--- config.mk ---
export PLATFORM = sky130hd
export DESIGN_NAME = iem_top
export DESIGN_NICKNAME = d
export VERILOG_FILES = /design/src/common/iem_pkg.sv /design/src/common/iem_regs_if.sv /design/src/hdl/iem_axil_slave.sv /design/src/hdl/iem_top.sv
export VERILOG_INCLUDE_DIRS = /design/src /design/src/common
export SDC_FILE = /design/constraint.sdc
export NUM_CORES = 1
export LEC_CHECK = 0
export BUFFER_PORTS_ARGS = -buffer_cell sky130_fd_sc_hd__buf_2
export CORE_UTILIZATION = 24
export DETAILED_ROUTE_END_ITERATION = 10
export GPL_TIMING_DRIVEN = 1
export PLACE_DENSITY = 0.43
export RECOVER_POWER = 25
export SETUP_SLACK_MARGIN = 0.15
export SYNTH_ARGS = -nofsm -noshare
export SYNTH_HDL_FRONTEND = slang
export SYNTH_SLANG_ARGS = --single-unit
export TNS_END_PERCENT = 20
--- constraint.sdc ---
create_clock -name ref_clk -period 4.1 [get_ports ref_clk]
set_input_delay 0.205 -clock ref_clk [delete_from_list [all_inputs] [get_ports ref_clk]]
set_output_delay 0.205 -clock ref_clk [all_outputs]
set_load 0.005 [all_outputs]
--- src/common/iem_params.svh ---
// Register offsets, field positions and reset values of the interrupt enable mask.
`ifndef IEM_PARAMS_SVH
`define IEM_PARAMS_SVH

`define IEM_ADDR_W          12
`define IEM_IE_OFFSET       12'h0A8
`define IEM_STATUS_OFFSET   12'h0AC
`define IEM_MASK_OFFSET     12'h0B0
`define IEM_PEND_OFFSET     12'h0B4

`define IEM_IE_RESET        8'h00
`define IEM_STATUS_RESET    7'h00
`define IEM_MASK_RESET      7'h00

`define IEM_GLOBAL_BIT      7
`define IEM_SPI_BIT         6
`define IEM_TIMER2_BIT      5
`define IEM_UART_BIT        4
`define IEM_TIMER1_BIT      3
`define IEM_EXT1_BIT        2
`define IEM_TIMER0_BIT      1
`define IEM_EXT0_BIT        0
`define IEM_NUM_SRC         7

`define IEM_RESP_OKAY       2'h0
`define IEM_RESP_SLVERR     2'h2

`endif

--- src/common/iem_pkg.sv ---
// Types shared by the interrupt enable mask and its bus slave.
package iem_pkg;
  typedef logic [11:0] iem_addr_t;
  typedef logic [31:0] iem_word_t;
  typedef logic [7:0]  iem_byte_t;
  typedef logic [6:0]  iem_src_vec_t;
endpackage

--- src/common/iem_regs_if.sv ---
// Register access strobes passed from the bus slave to the register file.
`timescale 1ns/1ps
interface iem_regs_if;
  logic              wr_stb;
  iem_pkg::iem_addr_t wr_addr;
  iem_pkg::iem_word_t wr_data;
  logic [3:0]        wr_strb;
  logic              wr_hit;
  iem_pkg::iem_addr_t rd_addr;
  iem_pkg::iem_word_t rd_data;
  logic              rd_hit;

  modport bus  (output wr_stb, wr_addr, wr_data, wr_strb, rd_addr,
                input  wr_hit, rd_data, rd_hit);
  modport regs (input  wr_stb, wr_addr, wr_data, wr_strb, rd_addr,
                output wr_hit, rd_data, rd_hit);
endinterface

--- src/hdl/iem_axil_slave.sv ---
// AXI4-Lite slave that turns bus transfers into register strobes.
`timescale 1ns/1ps
`include "iem_params.svh"
module iem_axil_slave (
  // Clock and reset
  input  wire logic               ref_clk,
  input  wire logic               rst_b,
  // Write address and data channels
  input  wire iem_pkg::iem_addr_t s_axil_awaddr,
  input  wire logic               s_axil_awvalid,
  output logic                    s_axil_awready,
  input  wire iem_pkg::iem_word_t s_axil_wdata,
  input  wire logic [3:0]         s_axil_wstrb,
  input  wire logic               s_axil_wvalid,
  output logic                    s_axil_wready,
  // Write response channel
  output logic [1:0]              s_axil_bresp,
  output logic                    s_axil_bvalid,
  input  wire logic               s_axil_bready,
  // Read channels
  input  wire iem_pkg::iem_addr_t s_axil_araddr,
  input  wire logic               s_axil_arvalid,
  output logic                    s_axil_arready,
  output iem_pkg::iem_word_t      s_axil_rdata,
  output logic [1:0]              s_axil_rresp,
  output logic                    s_axil_rvalid,
  input  wire logic               s_axil_rready,
  // Register side
  iem_regs_if.bus                 regs
);
  import iem_pkg::*;

  logic      aw_held_reg;
  logic      w_held_reg;
  iem_addr_t awaddr_reg;
  iem_word_t wdata_reg;
  logic [3:0] wstrb_reg;
  logic      aw_fire;
  logic      w_fire;
  logic      ar_fire;
  logic      wr_go;

  // Address and data are taken in either order and held until both are in.
  assign s_axil_awready = !aw_held_reg && !s_axil_bvalid;
  assign s_axil_wready  = !w_held_reg && !s_axil_bvalid;
  assign s_axil_arready = !s_axil_rvalid;
  assign aw_fire        = s_axil_awvalid && s_axil_awready;
  assign w_fire         = s_axil_wvalid && s_axil_wready;
  assign ar_fire        = s_axil_arvalid && s_axil_arready;
  assign wr_go          = aw_held_reg && w_held_reg && !s_axil_bvalid;

  assign regs.wr_stb  = wr_go;
  assign regs.wr_addr = awaddr_reg;
  assign regs.wr_data = wdata_reg;
  assign regs.wr_strb = wstrb_reg;
  assign regs.rd_addr = s_axil_araddr;

  always_ff @(posedge ref_clk or negedge rst_b) begin
    if (!rst_b) begin
      aw_held_reg <= 1'b0;
      w_held_reg  <= 1'b0;
      awaddr_reg  <= 12'h000;
      wdata_reg   <= 32'h00000000;
      wstrb_reg   <= 4'h0;
    end else begin
      if (aw_fire) begin
        aw_held_reg <= 1'b1;
        awaddr_reg  <= s_axil_awaddr;
      end else if (wr_go) begin
        aw_held_reg <= 1'b0;
      end
      if (w_fire) begin
        w_held_reg <= 1'b1;
        wdata_reg  <= s_axil_wdata;
        wstrb_reg  <= s_axil_wstrb;
      end else if (wr_go) begin
        w_held_reg <= 1'b0;
      end
    end
  end

  always_ff @(posedge ref_clk or negedge rst_b) begin
    if (!rst_b) begin
      s_axil_bvalid <= 1'b0;
      s_axil_bresp  <= `IEM_RESP_OKAY;
    end else if (wr_go) begin
      s_axil_bvalid <= 1'b1;
      s_axil_bresp  <= regs.wr_hit ? `IEM_RESP_OKAY : `IEM_RESP_SLVERR;
    end else if (s_axil_bready) begin
      s_axil_bvalid <= 1'b0;
    end
  end

  // Reads have no side effects, so the data is captured straight from the decode.
  always_ff @(posedge ref_clk or negedge rst_b) begin
    if (!rst_b) begin
      s_axil_rvalid <= 1'b0;
      s_axil_rdata  <= 32'h00000000;
      s_axil_rresp  <= `IEM_RESP_OKAY;
    end else if (ar_fire) begin
      s_axil_rvalid <= 1'b1;
      s_axil_rdata  <= regs.rd_data;
      s_axil_rresp  <= regs.rd_hit ? `IEM_RESP_OKAY : `IEM_RESP_SLVERR;
    end else if (s_axil_rready) begin
      s_axil_rvalid <= 1'b0;
    end
  end
endmodule

--- src/hdl/iem_top.sv ---
// Interrupt enable mask with global gate, per-source gates and event status.
//
// Chosen here: register access over AXI4-Lite.
`timescale 1ns/1ps
`include "iem_params.svh"
module iem_top (
  // Clock and reset
  input  wire logic               ref_clk,
  input  wire logic               rst_b,
  // AXI4-Lite write address and data
  input  wire iem_pkg::iem_addr_t s_axil_awaddr,
  input  wire logic               s_axil_awvalid,
  output logic                    s_axil_awready,
  input  wire iem_pkg::iem_word_t s_axil_wdata,
  input  wire logic [3:0]         s_axil_wstrb,
  input  wire logic               s_axil_wvalid,
  output logic                    s_axil_wready,
  // AXI4-Lite write response
  output logic [1:0]              s_axil_bresp,
  output logic                    s_axil_bvalid,
  input  wire logic               s_axil_bready,
  // AXI4-Lite read
  input  wire iem_pkg::iem_addr_t s_axil_araddr,
  input  wire logic               s_axil_arvalid,
  output logic                    s_axil_arready,
  output iem_pkg::iem_word_t      s_axil_rdata,
  output logic [1:0]              s_axil_rresp,
  output logic                    s_axil_rvalid,
  input  wire logic               s_axil_rready,
  // Pending requests from peripherals on the same clock
  input  wire logic               ext_input0_req,
  input  wire logic               timer0_overflow_flag,
  input  wire logic               ext_input1_req,
  input  wire logic               timer1_overflow_flag,
  input  wire logic               serial_async_port_req,
  input  wire logic               timer2_low_overflow_flag,
  input  wire logic               timer2_high_overflow_flag,
  input  wire logic               serial_sync_port_req,
  // Toward the interrupt sequencer
  output iem_pkg::iem_src_vec_t   irq_pending,
  output logic                    irq_out
);
  import iem_pkg::*;

  iem_regs_if regs_if ();

  iem_axil_slave u_slave (
    .ref_clk        (ref_clk),
    .rst_b          (rst_b),
    .s_axil_awaddr  (s_axil_awaddr),
    .s_axil_awvalid (s_axil_awvalid),
    .s_axil_awready (s_axil_awready),
    .s_axil_wdata   (s_axil_wdata),
    .s_axil_wstrb   (s_axil_wstrb),
    .s_axil_wvalid  (s_axil_wvalid),
    .s_axil_wready  (s_axil_wready),
    .s_axil_bresp   (s_axil_bresp),
    .s_axil_bvalid  (s_axil_bvalid),
    .s_axil_bready  (s_axil_bready),
    .s_axil_araddr  (s_axil_araddr),
    .s_axil_arvalid (s_axil_arvalid),
    .s_axil_arready (s_axil_arready),
    .s_axil_rdata   (s_axil_rdata),
    .s_axil_rresp   (s_axil_rresp),
    .s_axil_rvalid  (s_axil_rvalid),
    .s_axil_rready  (s_axil_rready),
    .regs           (regs_if.bus)
  );

  // Register state.
  iem_byte_t    interrupt_enable_reg;
  iem_byte_t    interrupt_enable_next;
  iem_src_vec_t pending_reg;
  iem_src_vec_t pending_next;
  iem_src_vec_t status_reg;
  iem_src_vec_t status_next;
  iem_src_vec_t mask_reg;
  iem_src_vec_t mask_next;

  // Decode and selection.
  iem_src_vec_t raw_req;
  iem_src_vec_t src_enables;
  logic         global_irq_enable;
  logic         spi_port_irq_enable;
  logic         timer2_irq_enable;
  logic         uart_irq_enable;
  logic         timer1_irq_enable;
  logic         ext_input1_irq_enable;
  logic         timer0_irq_enable;
  logic         ext_input0_irq_enable;
  logic         wr_low_byte;
  logic         wr_ie;
  logic         wr_status;
  logic         wr_mask;
  iem_src_vec_t status_clear;
  iem_src_vec_t new_events;

  // Address match shared by the read and write paths.
  function automatic logic addr_is(input iem_addr_t addr, input iem_addr_t offset);
    addr_is = (addr == offset);
  endfunction

  function automatic logic addr_hit(input iem_addr_t addr);
    addr_hit = addr_is(addr, `IEM_IE_OFFSET) || addr_is(addr, `IEM_STATUS_OFFSET) ||
               addr_is(addr, `IEM_MASK_OFFSET) || addr_is(addr, `IEM_PEND_OFFSET);
  endfunction

  assign global_irq_enable     = interrupt_enable_reg[`IEM_GLOBAL_BIT];
  assign spi_port_irq_enable   = interrupt_enable_reg[`IEM_SPI_BIT];
  assign timer2_irq_enable     = interrupt_enable_reg[`IEM_TIMER2_BIT];
  assign uart_irq_enable       = interrupt_enable_reg[`IEM_UART_BIT];
  assign timer1_irq_enable     = interrupt_enable_reg[`IEM_TIMER1_BIT];
  assign ext_input1_irq_enable = interrupt_enable_reg[`IEM_EXT1_BIT];
  assign timer0_irq_enable     = interrupt_enable_reg[`IEM_TIMER0_BIT];
  assign ext_input0_irq_enable = interrupt_enable_reg[`IEM_EXT0_BIT];

  // Either half of timer 2 raises the one timer 2 request.
  assign raw_req[`IEM_TIMER2_BIT] = timer2_low_overflow_flag | timer2_high_overflow_flag;
  assign raw_req[`IEM_SPI_BIT]    = serial_sync_port_req;
  assign raw_req[`IEM_UART_BIT]   = serial_async_port_req;
  assign raw_req[`IEM_TIMER1_BIT] = timer1_overflow_flag;
  assign raw_req[`IEM_EXT1_BIT]   = ext_input1_req;
  assign raw_req[`IEM_TIMER0_BIT] = timer0_overflow_flag;
  assign raw_req[`IEM_EXT0_BIT]   = ext_input0_req;

  // Per-source gates, each one bit of the enable register.
  assign src_enables = {spi_port_irq_enable, timer2_irq_enable, uart_irq_enable,
                        timer1_irq_enable, ext_input1_irq_enable, timer0_irq_enable,
                        ext_input0_irq_enable};

  // The global bit overrides every per-source gate.
  assign pending_next = global_irq_enable ? (raw_req & src_enables) : 7'h00;

  // Register writes; all writable registers are one byte wide, so only lane 0 counts.
  assign wr_low_byte = regs_if.wr_stb && regs_if.wr_strb[0];
  assign wr_ie       = wr_low_byte && addr_is(regs_if.wr_addr, `IEM_IE_OFFSET);
  assign wr_status   = wr_low_byte && addr_is(regs_if.wr_addr, `IEM_STATUS_OFFSET);
  assign wr_mask     = wr_low_byte && addr_is(regs_if.wr_addr, `IEM_MASK_OFFSET);
  assign regs_if.wr_hit = addr_hit(regs_if.wr_addr);

  assign interrupt_enable_next = wr_ie ? regs_if.wr_data[7:0] : interrupt_enable_reg;
  assign mask_next             = wr_mask ? regs_if.wr_data[6:0] : mask_reg;

  // A source that newly gets through is an event; set beats a same-cycle clear.
  assign status_clear = wr_status ? regs_if.wr_data[6:0] : 7'h00;
  assign new_events   = pending_next & ~pending_reg;
  assign status_next  = (status_reg & ~status_clear) | new_events;

  assign regs_if.rd_hit  = addr_hit(regs_if.rd_addr);
  assign regs_if.rd_data =
    addr_is(regs_if.rd_addr, `IEM_IE_OFFSET)     ? {24'h000000, interrupt_enable_reg} :
    addr_is(regs_if.rd_addr, `IEM_STATUS_OFFSET) ? {25'h0, status_reg} :
    addr_is(regs_if.rd_addr, `IEM_MASK_OFFSET)   ? {25'h0, mask_reg} :
    addr_is(regs_if.rd_addr, `IEM_PEND_OFFSET)   ? {17'h0, raw_req, 1'b0, pending_reg} :
    32'h00000000;

  // The masked view is re-sampled on every edge so enable changes act at once.
  always_ff @(posedge ref_clk or negedge rst_b) begin
    if (!rst_b) begin
      interrupt_enable_reg <= `IEM_IE_RESET;
      pending_reg          <= 7'h00;
      status_reg           <= `IEM_STATUS_RESET;
      mask_reg             <= `IEM_MASK_RESET;
    end else begin
      interrupt_enable_reg <= interrupt_enable_next;
      pending_reg          <= pending_next;
      status_reg           <= status_next;
      mask_reg             <= mask_next;
    end
  end

  assign irq_pending = pending_reg;
  assign irq_out     = |(status_reg & mask_reg);
endmodule

Yosys cells after proc, flatten, opt, wreduce, memory -nomap -nowiden

Index checks and enable logic that the tools add are counted.

Equality and inequality tests: 8
Reduce and logical (&&, ||, !) cells: 26
Bitwise logic cells: 8
Mux-type cells: 15

Operators by type and width:

| cell                | count |
|---|---|
| $eq 12x8->1 const B | 8 |
| $mux 15             | 4 |
| $and 7x7->7         | 4 |
| $mux 7              | 2 |
| $not 7->7           | 2 |
| $logic_and 1x1->1   | 11 |
| $reduce_bool 2->1   | 4 |
| $mux 1              | 7 |
| $or 7x7->7          | 1 |
| $reduce_or 7->1     | 1 |
| $logic_or 1x1->1    | 6 |
| $logic_not 1->1     | 4 |
| $mux 2              | 2 |
| $or 1x1->1          | 1 |

Bits in registers: 90
Bits of input ports: 75
Output and inout bits: 49

Logic depth before layout (Yosys ltp)

Gate-level depths: netlist (run 1).

Depth in word-level cells: 8
Mapped depth: 5
Mapped depth without buffers: 4

Hierarchy

A second synthesis (run 1) with hierarchy kept.

Cells, all modules: 366
Area total of the unflattened synthesis: 5122.4 µm²

Modules (own cells, without submodules):

| module         | area an instance (µm²) | cells each | times used |
|---|---|---|---|
| iem_axil_slave | 3468.3                 | 209        | 1 |
| iem_top        | 1654.1                 | 157        | 1 |

Worst setup path after synthesis (run 1)

OpenSTA, ideal clock, no wires.

Path type: flip-flop to flip-flop
Start: reg u_slave.awaddr_reg[0] (netlist: u_slave.regs.wr_addr[0])
End: reg mask_reg[0]
Arrival: 1830 ps
Clock period less this slack: 1956 ps
Buffers on the path: 1
Library setup time: 125 ps
Cell stages (with the launch flop): 6
Setup slack: 2144 ps
Path through: dfrtp_1 -> nor4b_2 -> nand4_2 -> or4b_4 -> buf_6 -> mux2_4

Cells in the longest elaborated chain, start to end: 2

Ends and longest elaborated chain:

| item                   | line                 | text |
|---|---|---|
| from (decl)            | iem_axil_slave.sv:35 | `iem_addr_t awaddr_reg;` |
| from (signal assigned) | iem_axil_slave.sv:68 | `awaddr_reg <= s_axil_awaddr;` |
| $eq 12x8->1            | iem_top.sv:100       | `addr_is = (addr == offset);` |
| $logic_and 1x1->1      | iem_top.sv:138       | `` assign wr_mask = wr_low_byte && addr_is(regs_if.wr_addr, `IEM_MASK_OFFSET); `` |
| to (signal assigned)   | iem_top.sv:163       | `` mask_reg <= `IEM_MASK_RESET; `` |
| to (signal assigned)   | iem_top.sv:168       | `mask_reg <= mask_next;` |
| to (decl)              | iem_top.sv:77        | `iem_src_vec_t mask_reg;` |

No other way between the ends.
A chain may end at the register's enable or synchronous reset.

Final worst setup path (run 1)

Start: reg u_slave.awaddr_reg[0] (netlist: u_slave.regs.wr_addr[0])
End: reg interrupt_enable_reg[4]

Cells in the longest elaborated chain, start to end: 2

Ends and longest elaborated chain:

| item                 | line           | text |
|---|---|---|
| $eq 12x8->1          | iem_top.sv:100 |  |
| $logic_and 1x1->1    | iem_top.sv:136 | `` assign wr_ie = wr_low_byte && addr_is(regs_if.wr_addr, `IEM_IE_OFFSET); `` |
| to (signal assigned) | iem_top.sv:160 | `` interrupt_enable_reg <= `IEM_IE_RESET; `` |
| to (signal assigned) | iem_top.sv:165 | `interrupt_enable_reg <= interrupt_enable_next;` |
| to (decl)            | iem_top.sv:71  | `iem_byte_t interrupt_enable_reg;` |

No other way between the ends.

==> metrics.md, run 1 <==
| Metric | Value |
|---|---|
| Failing checks | `capacitance limit, slew limit` |
| Total GRT Usage | `0.128` |
| Avg Cell Area, Syn | `about 12 µm²` |
| Largest net degree at the start of global routing | `40` |
| Slew margin rel. | `-0.420` |
| Power per cell area | `531 nW/µm²` |
| H-Tree Depth | `3` |
| Clock power frac | `0.365` |
| Worst Hold Class | `input pin to flip-flop` |
| Ranking of synthesized cells by area | `dfrtp_1, mux2_2, mux2_4` |
| Sequential area share after synthesis | `0.543` |
| Antenna viol nets, final | `0` |
| Area leader, netlist | `dfrtp_1` |
| Yosys reg bits | `just over 70` |
| CTS Sinks | `71` |
| WL per Instance | `~16 µm` |
| Largest register FFs | `15` |
| R2r setup slk | `between 1.5 and 2 ns` |
| CTS resizes | `0` |
| FF-to-FF End | `interrupt_enable_reg[4]$_DFFE_PN0P_` |
| GP Congestion | `around 0.73` |
| Full die area | `between 10000 and 15000 µm²` |
| Cts bufs inserted | `9` |
| Layout cell share with drive strength beyond 1 | `0.383` |
| IO buf count | `between 70 and 80` |
| CP required | `roughly 4.3 ns` |
| Placeable Area | `roughly 13000 µm²` |
| Hold endpoint | `u_slave.s_axil_rvalid$_DFFE_PN0P_` |
| Final WS setup | `~1.7 ns` |
| Die height | `between 100 and 150 µm` |
| Worst Reg-to-Reg Cells | `4` |
| Final slew viol count | `40` |
| Max Cap Viol | `1` |
| Highest clock rate | `~0.41 GHz` |
| Hpwl dp | `between 5000 and 6000 µm` |
| Vias | `2393` |
| Final Util | `0.306` |
| Initial core utilization | `0.247` |
| First-pass GRT wire length | `between 10000 and 15000 µm` |
| Detailed Route WL | `8490 µm` |
| Slew @ Worst Pin | `2.13 ns` |
| First-pass iteration count of the detailed router | `4` |
| CTS tree | `built` |
| Sum Neg Setup Slack | `0 ns` |
| Reg with most FFs | `u_slave.s_axil_rdata` |
| Crit-path max FO | `9` |
| CTS Buffer Depth | `2` |
| Fin nets | `425` |
| CTS root buffer | `clkbuf_16` |
| # DRC | `0` |
| Synth cell types | `45` |
| Initial antenna violation count | `0` |
| Startpoint types | `flip-flop` |
| Worst skew pair latency | `approximately 0.33 ns` |
| Outcome | `finished with violations` |
| Netlist Area Pre-Place | `3270 µm²` |
| Fin crit period | `roughly 2.4 ns` |
| Reg-to-reg startpoint | `u_slave.regs.wr_addr[0]$_DFFE_PN0P_` |
| Layout area overhead | `23.9%` |
| Die X | `119 µm` |
| Fill count | `between 1000 and 1500` |
| Internal | `~1.6 mW` |
| Setup violators final | `0` |
| Pleak | `around 2 nW` |
| Commonest non-fill, non-tap cells in the layout | `buf_2, dfrtp_1, mux2_2, conb_1, nand2_1` |
| Net Sw Frac | `0.279` |
| Max layer used | `met4` |
| Comb power frac | `0.186` |
| Critical path, cell by cell | `nor4b_2 -> nand4_2 -> or4b_1 -> mux2_4` |
| DR vias/cell | `roughly 4.5` |
| CP delay by family, top | `simple AND/OR/NAND/NOR gates` |
| Number of global-route vias before repair | `2448` |
| Worst Hold Launch | `s_axil_rready` |
| Wire length on met3 | `603 µm` |
| Peak supply drop | `between 200 and 300 µV` |
| CP Class | `flip-flop to flip-flop` |
| Met2 WL | `3740 µm` |
| Commonest non-fill, non-tap cell in the layout | `buf_2` |
| WL met1 | `approximately 4000 µm` |
| Footprint of the multi-input gates | `between 1000 and 1500 µm²` |
| DRT iter0 DRCs | `130` |
| Slowest-stage cell, CP | `or4b_1` |
| WP data arrival | `2.65 ns` |
| Sequential Power Share | `0.449` |
| RSZ-0062 raised after global routing | `false` |
| FP Rows | `42` |
| Crit path largest cell delay | `0.88 ns` |
| Critical path endpoint category | `flip-flop` |
| Synth warn | `0` |
| Final Skew | `~0.0090 ns` |
| FF/Latch Area | `between 1500 and 2000 µm²` |
| Tcrit/Tclk final | `0.595` |
| Hold Path Stages | `2` |
| IO Pins | `between 100 and 150` |
| Dpl ws | `1.60 ns` |
| Crit path buf inv count | `0` |
| Sw Pwr | `about 600 µW` |
| Clock edge transition at the registers on the reported setup and hold paths | `~0.06 ns` |
| Cell count after synthesis | `roughly 270` |
| Final Hold Vio Count | `0` |
| Post-synth top area share | `0.543` |
| Hold Buf Count CTS | `0` |
| Antenna fix cells | `0` |
| Post-CTS setup buffers | `0` |
| Grt ovf | `0` |
layout make-up:
type                    instances  area share
clock buffers                  11      0.0599
clock inverters                 5      0.0142
inverters                       9     0.00833
multi-input cells             181       0.328
flip-flops and latches         71       0.438
well taps                     176      0.0543
repair buffers                 78      0.0966
power groups by stage:
stage	clock network (mW)	registers, mW	logic [mW]
4_1_cts	0.812	0.969	0.414
5_1_grt	0.840	0.992	0.453
2_1_floorplan	0	0.947	0.290
6_report	0.785	0.967	0.401
3_3_place_gp	0	0.975	0.403
3_5_place_dp	0	0.980	0.412
Yosys cell counts:
master / count
a21o_1: 1
a21oi_1: 16
a222oi_1: 1
a22o_1: 14
a22oi_1: 2
a31oi_1: 2
and2_1: 2
and3_1: 1
and3b_1: 3
and4bb_2: 1
buf_1: 1
buf_2: 1
buf_4: 20
buf_6: 1
clkbuf_1: 7
conb_1: 1
dfrtp_1: 71
inv_1: 9
mux2_2: 21
mux2_4: 15
nand2_1: 17
nand2b_1: 7
nand3_1: 9
nand4_1: 2
nand4_2: 1
nor2_1: 6
nor2b_1: 2
nor3_1: 1
nor3_4: 1
nor3b_1: 1
nor4_1: 1
nor4_2: 1
nor4b_1: 1
nor4b_2: 1
nor4bb_1: 1
o21ai_0: 16
o22ai_1: 7
or2_2: 1
or3b_2: 1
or4_1: 1
or4b_1: 1
or4b_4: 1
or4bb_1: 1
xnor2_1: 1
xor2_1: 1
layer usage:
layer / vias up / GRT usage
met4: 0 / 0.0419
met1: 1176 / 0.171
met5: - / 0
met2: 106 / 0.194
li1: 1098 / -
met3: 13 / 0.0434
kinds of logic (layout without fill, tap and decap cells):
| group | Yosys count | after routing | share of synthesized area |
|---|---|---|---|
| multiplexers | 36 | 36 | 0.141 |
| flip-flops | 71 | 71 | 0.543 |
| other | 1 | 19 | 0.00115 |
| XOR/XNOR | 2 | 2 | 0.00536 |
| AO/OA/AOI/OAI | 59 | 59 | 0.114 |
| buffers and inverters | 39 | 103 | 0.0704 |
| AND/OR/NAND/NOR | 65 | 65 | 0.125 |
metrics by stage:
step / instance area (µm²) / instances / hold slack (ns) / total power, mW
6_report: 4050 / 531 / 0.0569 / 2.15
5_1_grt: 4050 / 531 / 0.0628 / 2.28
4_1_cts: 4060 / 531 / 0.0317 / 2.19
3_5_place_dp: 3750 / 515 / 0.386 / 1.39
3_3_place_gp: 3750 / 515 / 0.381 / 1.38
2_1_floorplan: 3340 / 291 / -0.0906 / 1.24
how the worst max path moves through the flow:
stage,startpoint,endpoint,slack [ns],cells after the start
global placement,u_slave.regs.wr_addr[0]$_DFFE_PN0P_,interrupt_enable_reg[0]$_DFFE_PN0P_,1.63,4
global route,u_slave.regs.wr_addr[0]$_DFFE_PN0P_,interrupt_enable_reg[3]$_DFFE_PN0P_,1.54,4
CTS,u_slave.regs.wr_addr[0]$_DFFE_PN0P_,interrupt_enable_reg[4]$_DFFE_PN0P_,1.60,4
floorplan,u_slave.regs.wr_addr[0]$_DFFE_PN0P_,mask_reg[0]$_DFFE_PN0P_,2.14,5
detailed placement,u_slave.regs.wr_addr[0]$_DFFE_PN0P_,interrupt_enable_reg[2]$_DFFE_PN0P_,1.60,4
finish,u_slave.regs.wr_addr[0]$_DFFE_PN0P_,interrupt_enable_reg[4]$_DFFE_PN0P_,1.66,4
Note: power is estimated with default switching activity, not from simulation.
==> run 2: changes to the inputs <==
Settings changed: ABC_AREA set to 1, PLACE_DENSITY 0.43 to 0.44.
Clock period 4.1 ns to 2 ns, I/O delays scaled along.
==> run 2 against run 1 <==
- the flow now finishes without violations
- design area is 10% higher
- sequential share of layout area shrank 4.0 points
- synthesized cell count increased by 52%
- clock skew shrank 0.0038 ns
- critical path type unchanged
==> metrics.md, run 2 <==
| Metric | Value |
|---|---|
| Critical path endpoint category | `flip-flop` |
| Vias | `2952 (+23%)` |
| Crit path largest cell delay | `0.45 ns (-0.43 ns)` |
| Avg Cell Area, Syn | `8.51 µm² (-29%)` |
| Final Skew | `0.00522 ns (-0.00378 ns)` |
| Post-CTS setup buffers | `0 (unchanged)` |
| Area after DPL | `4080 µm² (+8.7%)` |
| Post-synth top flop | `dfrtp_1` |
| Fill count | `1559 (+12%)` |
| Slew @ Worst Pin | `1.00 ns (-1.13 ns)` |
| IO Pins | `124 (unchanged)` |
| Outcome | `complete, no violations` |
| Post-synth top area share | `0.502 (-0.0411)` |
| Slowest-stage cell, CP | `nor4_4` |
| Detailed Route WL | `8970 µm (+5.7%)` |
| Initial core utilization | `0.244 (-0.00259)` |
| Die X | `123 µm (+3.9%)` |
| Area leader, netlist | `dfrtp_1` |
| Most common cell in the netlist | `nand2_1` |
| Clock edge transition at the registers on the reported setup and hold paths | `0.06 ns (about the same)` |
| Synth top cells by count | `nand2_1, dfrtp_1, inv_1, nor2_1, o21ai_0` |
| Yosys reg bits | `71 (unchanged)` |
| Worst Hold Launch | `s_axil_awaddr[4]` |
| CP most frequent cell | `nand2_1` |
| Sum Neg Setup Slack | `0 ns (unchanged)` |
| Startpoint types | `flip-flop` |
| Number of synthesized flops with an enable pin | `0 (unchanged)` |
| Critical path, cell by cell | `nor2_2 -> inv_1 -> nor4_4 -> nand3_1 -> nand2_1 -> nand2_1` |
| Max Cap Viol | `0 (-1)` |
| CP required | `2.22 ns (-2.09 ns)` |
| CTS root buffer | `clkbuf_16` |
| FP Rows | `44 (+4.8%)` |
| Synth warn | `0 (unchanged)` |
| Peak supply drop | `586 µV (+130%)` |
| Largest register FFs | `15 (unchanged)` |
| Fin nets | `586 (+38%)` |
| Power per cell area | `954 nW/µm² (+80%)` |
| Crit-path max FO | `7 (-2)` |
| Fin crit period | `1.56 ns (-0.879 ns)` |
| Layout cell share with drive strength beyond 1 | `0.247 (-0.136)` |
| # DRC | `0 (unchanged)` |
| Final slew viol count | `0 (-100%)` |
| Crit path buf inv count | `1 (+1)` |
| CTS tree | `built` |
| Finished Cell Area | `4460 µm² (+10%)` |
| DRT iter0 DRCs | `146 (+12%)` |
| Final Util | `0.308 (+0.00186)` |
| Final hold slack | `0.0160 ns (-0.0410 ns)` |
| CTS Buffer Depth | `2 (unchanged)` |
| Number of global-route vias before repair | `2835 (+16%)` |
| CTS resizes | `0 (unchanged)` |
| GP Congestion | `0.763 (+4.6%)` |
| Antenna fix cells | `0 (unchanged)` |
| Cts bufs inserted | `9 (unchanged)` |
| Layout area overhead | `26.0%` |
| Grt ovf | `0 (unchanged)` |
| Largest net degree at the start of global routing | `72 (+80%)` |
| WL per Instance | `12.9 µm (-20%)` |
| Slew margin rel. | `0.332 (+0.752)` |
| WP data arrival | `1.78 ns (-0.87 ns)` |
| Full die area | `15200 µm² (+8.0%)` |
| Placeable Area | `14500 µm² (+9.3%)` |
| Worst skew pair latency | `0.33 ns (about the same)` |
| Worst Hold Class | `input pin to flip-flop` |
| Synth cell types | `29 (-36%)` |
| Ranking of synthesized cells by area | `dfrtp_1, nand2_1, inv_1` |
| Reg-to-reg startpoint | `u_slave.regs.wr_addr[1]$_DFFE_PN0P_` |
| First-pass GRT wire length | `14700 µm (+7.3%)` |
| CP delay by family, top | `simple AND/OR/NAND/NOR gates` |
| Tcrit/Tclk final | `0.781 (+0.186)` |
| CP Class | `flip-flop to flip-flop` |
| Pleak | `2.32 nW (+17%)` |
| First-pass iteration count of the detailed router | `4 (unchanged)` |
| CTS Sinks | `71 (unchanged)` |
| Worst Setup SP | `u_slave.regs.wr_addr[1]$_DFFE_PN0P_` |
| H-Tree Depth | `3 (unchanged)` |
| Sequential area share after synthesis | `0.502 (-0.0411)` |
| Setup violators final | `0 (unchanged)` |
| Die height | `123 µm (+3.9%)` |
| Async SR Flop Fraction | `1.00 (unchanged)` |
| Antenna viol nets, final | `0 (unchanged)` |
| Commonest non-fill, non-tap cells in the layout | `nand2_1, buf_2, dfrtp_1, inv_1, nor2_1` |
| IO buf count | `77 (unchanged)` |
| Hpwl dp | `6430 µm (+8.0%)` |
| Final Hold Vio Count | `0 (unchanged)` |
| R2r setup slk | `0.44 ns (-1.22 ns)` |
| Dpl ws | `0.420 ns (-1.18 ns)` |
| Final WS setup | `0.438 ns (-1.22 ns)` |
| DR vias/cell | `4.23 (-6.2%)` |
| Highest clock rate | `0.640 GHz (+56%)` |
| Commonest non-fill, non-tap cell in the layout | `nand2_1` |
| Reg with most FFs | `u_slave.s_axil_rdata` |
| Cell count after synthesis | `416 (+52%)` |
| Netlist Area Pre-Place | `3540 µm² (+8.2%)` |
| Initial antenna violation count | `0 (unchanged)` |
| RSZ-0062 raised after global routing | `false` |
| Total GRT Usage | `0.128 (about the same)` |
-- run 2: changes by cell type in the layout (fill, tap and decap cells not counted), moves of 11 or more --
| cell | previous run | this run |
|---|---|---|
| dlygate4sd3_1 | 0 | 11 |
| a22o_1 | 14 | 2 |
| nand4_1 | 2 | 16 |
| mux2_4 | 15 | 0 |
| inv_1 | 9 | 48 |
| nand2_1 | 17 | 106 |
| nor2_1 | 6 | 33 |
| nand3_1 | 9 | 20 |
| mux2_2 | 21 | 8 |
-- run 2: timing repair --
action	CTS	global route
endpoints found under the hold margin	81	0
endpoints found under the setup margin	0	0
hold buffers	11	0
-- run 2: report_power, final --
group / internal [mW] / switching, mW
registers: 1.70 / 0.141
clock network: 0.987 / 0.561
logic: 0.343 / 0.525
-- run 2: layer usage --
metal	global-route usage	part of all wire	up-vias
met3	0.0351	0.050	12
met4	0.0595	0.021	0
met1	0.165	0.48	1347
li1	-	-	1502
met2	0.199	0.45	91
met5	0	0	-
-- run 2: path summary, 6_finish.rpt --
check / to / cells after the start
setup reg to reg: status_reg[1]$_DFF_PN0_ / 6
setup / recovery: status_reg[1]$_DFF_PN0_ / 6
max in group asynchronous: u_slave.s_axil_rdata[14]$_DFFE_PN0P_ / 3
hold reg to reg: u_slave.s_axil_rdata[5]$_DFFE_PN0P_ / 2
hold / removal: u_slave.regs.wr_addr[4]$_DFFE_PN0P_ / 3
min in group asynchronous: u_slave.regs.wr_addr[11]$_DFFE_PN0P_ / 3
-- run 2: logic make-up (layout without fill, tap and decap cells) --
kind of cell	count (synthesis)	count (layout)	synth area share
other	1	19	0.00106
AOI/OAI and AO/OA	63	63	0.107
DFF	71	71	0.502
muxes	8	8	0.0255
and+or+nand+nor	195	195	0.254
buffers and inverters	78	158	0.110
-- run 2: cell type report --
type,instances,area (µm²),share of cell area
sequential,71,1780,0.398
tap,184,230,0.0516
inverter,49,184,0.0412
multi-input combinational,285,1440,0.323
clock inverter,1,30.0,0.00673
clock buffer,13,250,0.0561
timing repair buffer,95,548,0.123
-- run 2: worst register-to-register path, stage by stage, from the launching register on --
cell and delay (ns):
dfrtp_1 0.38, nor2_2 0.16, inv_1 0.11, nor4_4 0.45, nand3_1 0.20, nand2_1 0.10, nand2_1 0.05
-- run 2: through the flow --
stage | std cells | power [mW]
detailed placement | 673 | 2.74
CTS | 698 | 4.34
finish | 698 | 4.25
global route | 698 | 4.55
floorplan | 434 | 2.47
global placement | 673 | 2.72
==> run 3: changes to the inputs <==
Settings changed: PLACE_DENSITY 0.44 to 0.42.
Clock period 2 ns to 1.5 ns, I/O delays scaled along.
==> run 3 against run 2 <==
- total power increased by 40%
- critical path depth is 2 lower
- wire length increased by 5.6%
- final cell count is 4.3% higher
- register-to-register slack worse by 0.28 ns
- global-route usage up 0.30 points
- sequential power rose by 35%
- highest routed layer unchanged
==> metrics.md, run 3 (synthesized netlist as in run 2, its figures left out) <==
| Metric | Value |
|---|---|
| Outcome | `complete, no violations` |
| Hpwl dp | `6580 µm (+2.3%)` |
| Max Cap Viol | `0 (unchanged)` |
| GP Congestion | `0.769 (+0.84%)` |
| Critical path endpoint category | `primary output` |
| Antenna fix cells | `0 (unchanged)` |
| Final WS setup | `0.0869 ns (-0.351 ns)` |
| Tcrit/Tclk final | `0.942` |
| CTS tree | `built` |
| Peak supply drop | `938 µV (+60%)` |
| Startpoint types | `flip-flop` |
| Largest register FFs | `15 (unchanged)` |
| # DRC | `0 (unchanged)` |
| Worst Hold Class | `input pin to flip-flop` |
| Worst skew pair latency | `0.32 ns (about the same)` |
| Full die area | `15200 µm² (unchanged)` |
| Detailed Route WL | `9480 µm (+5.6%)` |
| Placeable Area | `14500 µm² (unchanged)` |
| Vias | `3073 (+4.1%)` |
| Max layer used | `met4` |
| Die X | `123 µm (unchanged)` |
| Sum Neg Setup Slack | `0 ns (unchanged)` |
| Final hold slack | `0.00985 ns (-0.00610 ns)` |
| CP required | `1.42 ns (-0.80 ns)` |
| First-pass iteration count of the detailed router | `4 (unchanged)` |
| CTS Buffer Depth | `2 (unchanged)` |
| Commonest non-fill, non-tap cells in the layout | `nand2_1, buf_2, dfrtp_1, inv_1, nor2_1` |
| CP Class | `flip-flop to primary output` |
| WL per Instance | `13.0 µm (+1.3%)` |
| Worst Hold Launch | `s_axil_wdata[4]` |
| Reg with most FFs | `u_slave.s_axil_rdata` |
| CTS Sinks | `71 (unchanged)` |
| Slew @ Worst Pin | `1.02 ns (+0.0184 ns)` |
| Slew margin rel. | `0.320 (-0.0123)` |
| IO Pins | `124 (unchanged)` |
| Antenna viol nets, final | `0 (unchanged)` |
| Initial core utilization | `0.244 (unchanged)` |
| Crit-path max FO | `2 (-5)` |
| Grt ovf | `0 (unchanged)` |
| Initial antenna violation count | `0 (unchanged)` |
| Met2 WL | `4430 µm (+9.1%)` |
| Power per cell area | `1230 nW/µm² (+29%)` |
| Worst Setup SP | `status_reg[4]$_DFF_PN0_` |
| Fin crit period | `about 1.4 ns` |
| First-pass GRT wire length | `14900 µm (+1.9%)` |
| DRT iter0 DRCs | `132 (-9.6%)` |
| Area after DPL | `4170 µm² (+2.2%)` |
| Layout cell share with drive strength beyond 1 | `0.303 (+0.0562)` |
| Pleak | `2.47 nW (+6.5%)` |
| Final Hold Vio Count | `0 (unchanged)` |
| H-Tree Depth | `3 (unchanged)` |
| Largest net degree at the start of global routing | `72 (unchanged)` |
| Layout area overhead | `36.0%` |
| Reg-to-reg startpoint | `u_slave.s_axil_bvalid$_DFFE_PN0P_` |
| Final slew viol count | `0 (unchanged)` |
| Setup violators final | `0 (unchanged)` |
| Die height | `123 µm (unchanged)` |
| Wire length on met3 | `395 µm (-13%)` |
| Final Skew | `0.00389 ns (-0.00134 ns)` |
| Highest clock rate | `0.708 GHz` |
| Power, Total | `5.94 mW (+40%)` |
| Dpl ws | `0.0336 ns (-0.386 ns)` |
| Fin nets | `616 (+5.1%)` |
| CTS root buffer | `clkbuf_16` |
| Number of global-route vias before repair | `2855 (+0.71%)` |
| Finished Cell Area | `4810 µm² (+7.9%)` |
| Cts bufs inserted | `9 (unchanged)` |
| Fill count | `1546 (-0.83%)` |
| WP data arrival | `1.34 ns (-0.44 ns)` |
| IO buf count | `77 (unchanged)` |
| RSZ-0062 raised after global routing | `true` |
| Clock edge transition at the registers on the reported setup and hold paths | `0.05 ns (about the same)` |
| Commonest non-fill, non-tap cell in the layout | `nand2_1` |
| WL met1 | `4590 µm (+7.5%)` |
| FP Rows | `44 (unchanged)` |
| DR vias/cell | `4.22 (-0.19%)` |
| Total GRT Usage | `0.131 (+0.00299)` |
run 3: cell count changes in the layout (fill, tap and decap cells not counted), moves of 5 or more:
cell | previous run | this run
buf_4 | 6 | 24
dlygate4sd3_1 | 11 | 19
nand2_1 | 106 | 101
o21ai_0 | 22 | 17
o21ai_1 | 4 | 9
run 3: metrics by stage:
stage | instances | util
finish | 728 | 0.332
global route | 728 | 0.332
detailed placement | 684 | 0.288
CTS | 722 | 0.325
global placement | 684 | 0.288
floorplan | 434 | -
run 3: final timing paths:
| check | end | slack (ns) | cells after the start |
|---|---|---|---|
| max | irq_out | 0.09 | 4 |
| min | u_slave.regs.wr_data[4]$_DFFE_PN0P_ | 0.01 | 3 |
| max reg2reg | status_reg[5]$_DFF_PN0_ | 0.16 | 7 |
| min reg2reg | u_slave.s_axil_rdata[13]$_DFFE_PN0P_ | 0.48 | 2 |
| max in group asynchronous | u_slave.regs.wr_addr[5]$_DFFE_PN0P_ | 0.28 | 3 |
| min in group asynchronous | u_slave.s_axil_rdata[13]$_DFFE_PN0P_ | 0.55 | 3 |
run 3: layout make-up:
class / count / area [µm²] / area share
Timing Repair Buffer: 124 / 797 / 0.166
Sequential cell: 71 / 1780 / 0.369
Multi-Input combinational cell: 286 / 1540 / 0.320
Tap cell: 184 / 230 / 0.0478
Clock buffer: 14 / 284 / 0.0590
Inverter: 49 / 186 / 0.0387
run 3: what timing repair did:
action,4_1_cts,5_1_grt
setup endpoints to repair,23,41
buffers inserted,4,6
gates cloned,1,0
hold endpoints to repair,89,0
pin swaps,5,10
hold buffers,19,0
resized for setup,5,26
run 3: layer usage:
metal,up-vias,global-route usage
met1,1415,0.177
met3,5,0.0314
li1,1561,-
met5,-,0
met2,92,0.208
met4,0,0.0384
run 3: critical path: stages (launching register included):
cell and delay (ns):
dfrtp_1 0.38, a22o_1 0.24, nor2_1 0.13, nand4_1 0.13, buf_2 0.15
run 3: report_power, final:
part,switching (mW),internal [mW],total (mW)
clock network,0.748,1.28,2.03
registers,0.225,2.26,2.49
logic,0.825,0.599,1.42
total,1.80,4.15,5.94
